==> src/qdl_sync.sv <==
// ****************************************************************
// Shared constants
// ****************************************************************
package qdl_pkg;
    // Serial word layout
    localparam int WORD_W = 16;
    localparam int NUM_CH = 4;
    localparam int CODE_W = 12;
    localparam int ADDR_HI = 15;
    localparam int ADDR_LO = 14;
    localparam int RANGE_BIT = 13;
    localparam int VAMP_BIT = 12;
    localparam int CODE_HI = 11;
    localparam int CNT_W = 5;
    localparam logic [CNT_W-1:0] LAST_BIT = 5'h0F;
    localparam logic [CNT_W-1:0] FULL_WORD = 5'h10;

    // Register byte offsets
    localparam logic [7:0] OFS_CTRL = 8'h00;
    localparam logic [7:0] OFS_STATUS = 8'h04;
    localparam logic [7:0] OFS_IN_BASE = 8'h10;
    localparam logic [7:0] OFS_OUT_BASE = 8'h20;

    // Control register fields
    localparam int CTRL_LOAD_BIT = 0;
    localparam int CTRL_CLEAR_BIT = 1;

    // Status register fields
    localparam int ST_PEND_LO = 0;
    localparam int ST_FRAME_BIT = 4;
    localparam int ST_DRIVE_BIT = 5;
    localparam int ST_CHAIN_BIT = 6;
    localparam int ST_CNT_LO = 8;

    // Channel register fields
    localparam int CH_RANGE_BIT = 13;
    localparam int CH_VAMP_BIT = 12;

    // Reset values
    localparam logic [31:0] RST_WORD = 32'h0000_0000;

    // Link sequencer states
    typedef enum logic [1:0] {
        QDL_IDLE = 2'b00,
        QDL_SHIFT = 2'b01,
        QDL_HOLD = 2'b10
    } qdl_state_t;
endpackage

`timescale 1ns/1ps

// ****************************************************************
// Two-stage synchroniser for pin inputs
// ****************************************************************
module qdl_sync #(
    parameter int W = 1,
    parameter logic [W-1:0] RST_VAL = '0
) (
    // Clock and reset
    input wire logic clk_i,
    input wire logic rst_i,
    // Asynchronous inputs and synchronised copies
    input wire logic [W-1:0] async_i,
    output logic [W-1:0] sync_o
);
    logic [W-1:0] meta_q;

    // First stage feeds only the second
    always_ff @(posedge clk_i) begin
        if (rst_i) begin
            meta_q <= RST_VAL;
            sync_o <= RST_VAL;
        end else begin
            meta_q <= async_i;
            sync_o <= meta_q;
        end
    end
endmodule

==> src/qdl_top.sv <==
// What this block does
// - Serial interface wakes on frame select fall, ignores clock and data after rise.
// - Chain enable high selects daisy-chain mode, low selects standalone mode.
// - In daisy-chain mode every shift clock reaches the shift register while framed.
// - Beyond sixteen pulses in daisy-chain mode oldest bits leave on chain out.
// - Chain out changes on shift clock rise, valid at the next fall.
// - A shared low load strobe updates all channel outputs together.
// - A completed valid word is copied into the addressed input register.
// - With load strobe high output registers hold regardless of input writes.
// - With load strobe low output registers follow the input registers.
// - An output register loads only if its input was written since last load.
// - Code, range double and reference amplifier bit move to outputs together.
// - Synchronous mode updates outputs after the sixteenth falling shift clock edge in standalone mode, after frame select rise in daisy-chain mode.
// - Asynchronous mode updates outputs only when the load strobe goes low.
// - Sleep low powers down, sleep high runs normally.
// - During power-down channel outputs are disconnected and three-state; here dac_drive_en_o goes low while codes stay driven.
// - Power-down keeps registers and still allows serial writes and loads.
// - Outputs show current output registers as soon as sleep returns high.
// - Word bits: two channel address, range double, reference amplifier, code.
// - Standalone mode ignores clocks after the sixteenth fall until a new frame.
// - Frame select rising before sixteen falls aborts and leaves inputs unchanged.
// - Zero-all low clears every input and output register.
//
// Decided for this implementation: the Wishbone register port and the register addresses.
`timescale 1ns/1ps

module qdl_top (
    // Clock and reset
    input wire logic clk_i,
    input wire logic rst_i,
    // Wishbone slave
    input wire logic wb_cyc_i,
    input wire logic wb_stb_i,
    input wire logic wb_we_i,
    input wire logic [7:0] wb_adr_i,
    input wire logic [3:0] wb_sel_i,
    input wire logic [31:0] wb_dat_i,
    output logic [31:0] wb_dat_o,
    output logic wb_ack_o,
    // Serial link pins
    input wire logic shift_clock_i,
    input wire logic frame_select_n_i,
    input wire logic serial_in_i,
    output logic chain_out_o,
    // Control pins
    input wire logic chain_enable_i,
    input wire logic load_outputs_n_i,
    input wire logic sleep_n_i,
    input wire logic zero_all_n_i,
    // Channel outputs to the converter
    output logic [qdl_pkg::NUM_CH*qdl_pkg::CODE_W-1:0] dac_code_o,
    output logic [qdl_pkg::NUM_CH-1:0] dac_range_double_o,
    output logic [qdl_pkg::NUM_CH-1:0] dac_vref_amp_o,
    output logic [qdl_pkg::NUM_CH-1:0] dac_drive_en_o
);
    // ************************************************************
    // Pin synchronisation and edge detection
    // ************************************************************
    logic [6:0] pins_async;
    logic [6:0] pins_s;
    logic s_sclk;
    logic s_frame_n;
    logic s_din;
    logic s_chain;
    logic s_load_n;
    logic s_sleep_n;
    logic s_zero_n;
    logic sclk_prev_q;
    logic frame_prev_q;
    logic sclk_fall;
    logic sclk_rise;
    logic frame_fall;

    assign pins_async = {zero_all_n_i, sleep_n_i, load_outputs_n_i, chain_enable_i,
                         serial_in_i, frame_select_n_i, shift_clock_i};

    qdl_sync #(.W(7), .RST_VAL(7'h72)) u_pin_sync (
        .clk_i(clk_i),
        .rst_i(rst_i),
        .async_i(pins_async),
        .sync_o(pins_s)
    );

    // Synchronised pin names
    assign s_sclk = pins_s[0];
    assign s_frame_n = pins_s[1];
    assign s_din = pins_s[2];
    assign s_chain = pins_s[3];
    assign s_load_n = pins_s[4];
    assign s_sleep_n = pins_s[5];
    assign s_zero_n = pins_s[6];

    // Previous levels for edge detection
    always_ff @(posedge clk_i) begin
        if (rst_i) begin
            sclk_prev_q <= 1'b0;
            frame_prev_q <= 1'b1;
        end else begin
            sclk_prev_q <= s_sclk;
            frame_prev_q <= s_frame_n;
        end
    end

    // Edge strobes
    assign sclk_fall = sclk_prev_q & ~s_sclk;
    assign sclk_rise = ~sclk_prev_q & s_sclk;
    assign frame_fall = frame_prev_q & ~s_frame_n;

    // ************************************************************
    // Serial frame sequencer
    // ************************************************************
    qdl_pkg::qdl_state_t state_q;
    logic [qdl_pkg::CNT_W-1:0] bit_cnt_q;
    logic [qdl_pkg::WORD_W-1:0] shift_q;
    logic commit_q;
    logic commit_d;
    logic framed;
    logic clear_all;
    logic soft_load_q;
    logic soft_clear_q;

    assign framed = (state_q == qdl_pkg::QDL_SHIFT);
    assign clear_all = ~s_zero_n | soft_clear_q;

    // Frame state transitions
    always_ff @(posedge clk_i) begin
        if (rst_i) begin
            state_q <= qdl_pkg::QDL_IDLE;
        end else begin
            case (state_q)
                qdl_pkg::QDL_IDLE: begin
                    if (frame_fall) begin
                        state_q <= qdl_pkg::QDL_SHIFT;
                    end
                end
                qdl_pkg::QDL_SHIFT: begin
                    if (s_frame_n) begin
                        state_q <= qdl_pkg::QDL_IDLE;
                    end else if (sclk_fall && !s_chain && bit_cnt_q == qdl_pkg::LAST_BIT) begin
                        state_q <= qdl_pkg::QDL_HOLD;
                    end
                end
                qdl_pkg::QDL_HOLD: begin
                    if (s_frame_n) begin
                        state_q <= qdl_pkg::QDL_IDLE;
                    end
                end
                default: begin
                    state_q <= qdl_pkg::QDL_IDLE;
                end
            endcase
        end
    end

    // Falling edge counter, saturating at a full word
    always_ff @(posedge clk_i) begin
        if (rst_i) begin
            bit_cnt_q <= '0;
        end else if (frame_fall) begin
            bit_cnt_q <= '0;
        end else if (framed && sclk_fall && bit_cnt_q != qdl_pkg::FULL_WORD) begin
            bit_cnt_q <= bit_cnt_q + 5'h01;
        end
    end

    // Input shift register, MSB first
    always_ff @(posedge clk_i) begin
        if (rst_i) begin
            shift_q <= '0;
        end else if (framed && sclk_fall) begin
            shift_q <= {shift_q[qdl_pkg::WORD_W-2:0], s_din};
        end
    end

    // Commit decision: standalone at sixteenth fall, chain at frame close
    always_comb begin
        commit_d = 1'b0;
        if (framed) begin
            if (!s_chain) begin
                commit_d = sclk_fall && !s_frame_n && bit_cnt_q == qdl_pkg::LAST_BIT;
            end else begin
                commit_d = s_frame_n && bit_cnt_q == qdl_pkg::FULL_WORD;
            end
        end
    end

    // One-cycle commit strobe, word then stable in shift_q
    always_ff @(posedge clk_i) begin
        if (rst_i) begin
            commit_q <= 1'b0;
        end else begin
            commit_q <= commit_d;
        end
    end

    // ************************************************************
    // Daisy-chain output
    // ************************************************************
    // update on shift clock rise
    always_ff @(posedge clk_i) begin
        if (rst_i) begin
            chain_out_o <= 1'b0;
        end else if (framed && s_chain && sclk_rise) begin
            chain_out_o <= shift_q[qdl_pkg::WORD_W-1];
        end
    end

    // ************************************************************
    // Input, output registers and pending flags
    // ************************************************************
    logic [qdl_pkg::CODE_W-1:0] in_code_q [qdl_pkg::NUM_CH];
    logic [qdl_pkg::NUM_CH-1:0] in_range_q;
    logic [qdl_pkg::NUM_CH-1:0] in_vamp_q;
    logic [qdl_pkg::CODE_W-1:0] out_code_q [qdl_pkg::NUM_CH];
    logic [qdl_pkg::NUM_CH-1:0] pend_q;
    logic [qdl_pkg::NUM_CH-1:0] in_wr;
    logic [qdl_pkg::NUM_CH-1:0] out_ld;
    logic load_active;
    logic [1:0] word_addr;

    assign word_addr = shift_q[qdl_pkg::ADDR_HI:qdl_pkg::ADDR_LO];

    // one level strobe loads every pending channel
    assign load_active = ~s_load_n | soft_load_q;

    for (genvar ch = 0; ch < qdl_pkg::NUM_CH; ch++) begin : g_ch
        assign in_wr[ch] = commit_q && (word_addr == 2'(ch));
        assign out_ld[ch] = load_active && pend_q[ch];
        // Input register
        always_ff @(posedge clk_i) begin
            if (rst_i || clear_all) begin
                in_code_q[ch] <= '0;
                in_range_q[ch] <= 1'b0;
                in_vamp_q[ch] <= 1'b0;
            end else if (in_wr[ch]) begin
                in_code_q[ch] <= shift_q[qdl_pkg::CODE_HI:0];
                in_range_q[ch] <= shift_q[qdl_pkg::RANGE_BIT];
                in_vamp_q[ch] <= shift_q[qdl_pkg::VAMP_BIT];
            end
        end
        // Pending flag, set wins over clear
        always_ff @(posedge clk_i) begin
            if (rst_i || clear_all) begin
                pend_q[ch] <= 1'b0;
            end else if (in_wr[ch]) begin
                pend_q[ch] <= 1'b1;
            end else if (out_ld[ch]) begin
                pend_q[ch] <= 1'b0;
            end
        end
        // Output register, also the channel output port
        always_ff @(posedge clk_i) begin
            if (rst_i || clear_all) begin
                out_code_q[ch] <= '0;
                dac_range_double_o[ch] <= 1'b0;
                dac_vref_amp_o[ch] <= 1'b0;
            end else if (out_ld[ch]) begin
                out_code_q[ch] <= in_code_q[ch];
                dac_range_double_o[ch] <= in_range_q[ch];
                dac_vref_amp_o[ch] <= in_vamp_q[ch];
            end
        end
        // Channel code onto the output bus
        assign dac_code_o[ch*qdl_pkg::CODE_W +: qdl_pkg::CODE_W] = out_code_q[ch];
        // Amplifier connection follows synchronised sleep one clock later
        always_ff @(posedge clk_i) begin
            if (rst_i) begin
                dac_drive_en_o[ch] <= 1'b1;
            end else begin
                dac_drive_en_o[ch] <= s_sleep_n;
            end
        end
    end

    // ************************************************************
    // Wishbone register slave
    // ************************************************************
    logic wb_req;
    logic wb_wr_take;
    logic [31:0] rd_d;

    assign wb_req = wb_cyc_i & wb_stb_i & ~wb_ack_o;
    assign wb_wr_take = wb_cyc_i & wb_stb_i & wb_we_i & wb_ack_o;

    // Acknowledge one cycle after request
    always_ff @(posedge clk_i) begin
        if (rst_i) begin
            wb_ack_o <= 1'b0;
        end else begin
            wb_ack_o <= wb_req;
        end
    end

    // Read data selection
    always_comb begin
        rd_d = qdl_pkg::RST_WORD;
        if (wb_adr_i == qdl_pkg::OFS_STATUS) begin
            rd_d[qdl_pkg::ST_PEND_LO +: qdl_pkg::NUM_CH] = pend_q;
            rd_d[qdl_pkg::ST_FRAME_BIT] = (state_q != qdl_pkg::QDL_IDLE);
            rd_d[qdl_pkg::ST_DRIVE_BIT] = s_sleep_n;
            rd_d[qdl_pkg::ST_CHAIN_BIT] = s_chain;
            rd_d[qdl_pkg::ST_CNT_LO +: qdl_pkg::CNT_W] = bit_cnt_q;
        end
        for (int i = 0; i < qdl_pkg::NUM_CH; i++) begin
            if (wb_adr_i == qdl_pkg::OFS_IN_BASE + 8'(4 * i)) begin
                rd_d[qdl_pkg::CODE_W-1:0] = in_code_q[i];
                rd_d[qdl_pkg::CH_RANGE_BIT] = in_range_q[i];
                rd_d[qdl_pkg::CH_VAMP_BIT] = in_vamp_q[i];
            end
            if (wb_adr_i == qdl_pkg::OFS_OUT_BASE + 8'(4 * i)) begin
                rd_d[qdl_pkg::CODE_W-1:0] = out_code_q[i];
                rd_d[qdl_pkg::CH_RANGE_BIT] = dac_range_double_o[i];
                rd_d[qdl_pkg::CH_VAMP_BIT] = dac_vref_amp_o[i];
            end
        end
    end

    // Read data captured with the acknowledge
    always_ff @(posedge clk_i) begin
        if (rst_i) begin
            wb_dat_o <= qdl_pkg::RST_WORD;
        end else if (wb_req && !wb_we_i) begin
            wb_dat_o <= rd_d;
        end else if (!wb_cyc_i) begin
            wb_dat_o <= qdl_pkg::RST_WORD;
        end
    end

    // Control pulses, written at the acknowledged edge
    always_ff @(posedge clk_i) begin
        if (rst_i) begin
            soft_load_q <= 1'b0;
            soft_clear_q <= 1'b0;
        end else begin
            soft_load_q <= wb_wr_take && wb_sel_i[0] && wb_adr_i == qdl_pkg::OFS_CTRL
                           && wb_dat_i[qdl_pkg::CTRL_LOAD_BIT];
            soft_clear_q <= wb_wr_take && wb_sel_i[0] && wb_adr_i == qdl_pkg::OFS_CTRL
                            && wb_dat_i[qdl_pkg::CTRL_CLEAR_BIT];
        end
    end
endmodule

==> config.mk <==
export PLATFORM = sky130hd
export DESIGN_NAME = qdl_top
export DESIGN_NICKNAME = d
export VERILOG_FILES = /design/src/qdl_sync.sv /design/src/qdl_top.sv
export SDC_FILE = /design/constraint.sdc
export NUM_CORES = 1
export LEC_CHECK = 0
export BUFFER_PORTS_ARGS = -buffer_cell sky130_fd_sc_hd__buf_2
export CAP_MARGIN = 20
export CORE_MARGIN = 5
export CORE_UTILIZATION = 56
export DETAILED_ROUTE_END_ITERATION = 10
export GPL_ROUTABILITY_DRIVEN = 0
export PLACE_DENSITY = 0.91
export SLEW_MARGIN = 0
export SYNTH_ARGS = -nofsm -noshare
export SYNTH_HDL_FRONTEND = slang
export SYNTH_HIERARCHICAL = 1
export SYNTH_SLANG_ARGS = --single-unit
==> constraint.sdc <==
create_clock -name clk_i -period 4.8 [get_ports clk_i]
set_input_delay 0.24 -clock clk_i [delete_from_list [all_inputs] [get_ports clk_i]]
set_output_delay 0.24 -clock clk_i [all_outputs]
set_load 0.02 [all_outputs]
==> metrics <==
DR DRC count 0; starting density of the core 0.565; Tmin final 2.35 ns; port buffer count 98; die area 16400 sq um; share of cells above drive strength 1 0.179; CP endpoint kind flip-flop; crit-path cells buf_2 -> nor3b_1 -> and3_1 -> a21oi_1 -> o311ai_0 -> a22o_1; # diodes 0; chip width 128 um; largest net degree at the start of global routing 50; unrepaired setup endpoints after global routing false; CP Data Arrival Time 2.72 ns; Synth warnings 6; Power Density 372 nW/um^2; CTS tree built; FMAX 0.426 GHz; predominant post-synthesis flop cell edfxtp_1; VDD IR max 0.000282 V; first-pass GRT wire length 32000 um; critical path class in2reg; DR iter-0 viols 854; CP max FO 12; Critical Path Start Type input pin; Syn Inst Count 739; initial antenna violation count 1; Routed Wire Length 20500 um; vias post-DR 6159; wire length per cell 20.2 um; Final Skew 0.00705 ns; hpwl dp 14400 um; fin nets 880; Mapped Area 7780 sq um; cts hold-fix bufs 6; Layout fillers 1024; Max-Cap Viols 0; vias in the first global route 5762; clock latency on the worst-skew pair 0.43 ns; cts repair resizes 0; Worst Hold Class in2reg; Die Height 128 um; Clock Sinks 175; H-Tree Depth 4; Final period util 0.489; synth unique cells 60; Fin Setup TNS 0 ns; clock slew at reported path FFs 0.06 ns; Synth area leaders edfxtp_1 37%, dfxtp_1 20%, and2_1 6.9%; post-synthesis sequential area ratio 0.573; mean area per synthesized cell 10.5 sq um; Total Routing Usage GR 0.256; status complete, no violations; Hold WS 0.0168 ns; Vias/cell 6.07; total power 3.35 mW; worst slew pin tran 1.09 ns; setup ws final 2.45 ns; Post-synth ARST share 0; post-synthesis sequential element count 175; synth-to-layout area growth 15.7%; Max Buffers Root-to-Sink 2; First-pass DRT Iterations 5; number of setup buffers added after CTS 0; Post-synth EDFFs 96; antenna-violating nets left 0; Clock Tree Root clkbuf_16; Largest stage delay, worst path 0.83 ns; final slew viol count 0; # IOs 150; master of the slowest instance on the critical path nor3b_1; Fin. Hold Viols 0; core area 13800 sq um; # setup viols final 0; Synth area leader edfxtp_1; area share of the largest cell type after synthesis 0.370; grt total ovfl 0; total CTS buffers 17; Req. time, crit path 5.17 ns; Rel. slew slack 0.273; Post-Place Setup Slack 2.12 ns; row count 43; Leak Pwr 3.57 nW
-- critical path, delay by kind of cell --
| kind | cells | cell delay [ns] |
|---|---|---|
| compound gates | 3 | 0.86 |
| buf+inv | 1 | 0.19 |
| simple gates | 2 | 1.41 |
-- layer usage --
layer	GRT usage	part of all wire	vias up
li1	-	-	2780
met1	0.335	0.38	2924
met2	0.404	0.47	400
met3	0.0625	0.11	53
met4	0.117	0.038	2
met5	0	0.00063	-
-- flip-flops by register name, indices dropped and copies added (netlist names), 5 cells and up --
register	count
bit_cnt_q	5
in_code_q	48
out_code_q	48
shift_q	16
u_pin_sync/meta_q	7
u_pin_sync/sync_o	7
wb_dat_o	14
-- final timing paths --
kind,slack (ns),cells past startpoint,start,to
worst min-delay path,0.02,2,chain_enable_i,u_pin_sync/meta_q[3]
worst max-delay path,2.45,6,wb_adr_i[3],wb_dat_o[12]
worst min register to register,0.40,1,u_pin_sync/meta_q[1],u_pin_sync/sync_o[1]
worst max register to register,2.65,4,wb_ack_o,wb_dat_o[5]
-- power by group --
group          internal (mW)  switching, mW
Sequential              1.62         0.0294
Combinational         0.0519          0.135
Clock                  0.950          0.555
Total                   2.63          0.719
-- per-stage QoR --
stage,cells,utilization,area (sq um)
after floorplan,756,-,7850
after global placement,976,0.602,8300
after detailed placement,976,0.602,8300
after CTS,1014,0.654,9000
after global routing,1014,0.654,9000
final,1014,0.654,9000
-- cell type report --
| type | instances | area [sq um] | share of cell area |
|---|---|---|---|
| repair buffers | 111 | 603 | 0.0670 |
| clock buffers | 22 | 464 | 0.0515 |
| well taps | 180 | 225 | 0.0250 |
| inverters | 10 | 37.5 | 0.00417 |
| flip-flops and latches | 175 | 4460 | 0.496 |
| multi-input cells | 506 | 3030 | 0.336 |
| clock inverters | 10 | 184 | 0.0204 |
-- cells by family after synthesis --
logic type,Yosys count,share of synthesized area
AOI/OAI and AO/OA,155,0.129
xor gates and xnor gates,3,0.00338
adders and majority gates,3,0.00482
buffers and inverters,75,0.0479
DFF,175,0.573
muxes,17,0.0222
other,1,0.000482
and+or+nand+nor,310,0.219
-- cell usage in the layout (no fill, tap or decap), types with 7 or more instances in the layout --
cell type  instances
a21oi_1           60
a22o_1            11
a22oi_1           24
and2_1            86
and3_1            19
buf_2             98
buf_4              7
clkbuf_16         17
conb_1            18
dfxtp_1           79
edfxtp_1          96
inv_1             10
mux2i_1           15
nand2_1           72
nand3_1            9
nor2_1            43
nor2b_1            8
nor3_1            12
o21ai_0           11
o22ai_1            7
o31ai_1           10
or2_1              8
or3_1              8
-- synth_stat cells, types with 11 or more instances --
library cell	number
a22o_1	11
a21oi_1	60
and3_1	19
dfxtp_1	79
nor3_1	12
o21ai_0	11
nor2_1	43
and2_1	86
mux2i_1	15
nand2_1	72
edfxtp_1	96
a22oi_1	24
buf_4	21
clkbuf_1	37
(Power assumes the default switching activity.)
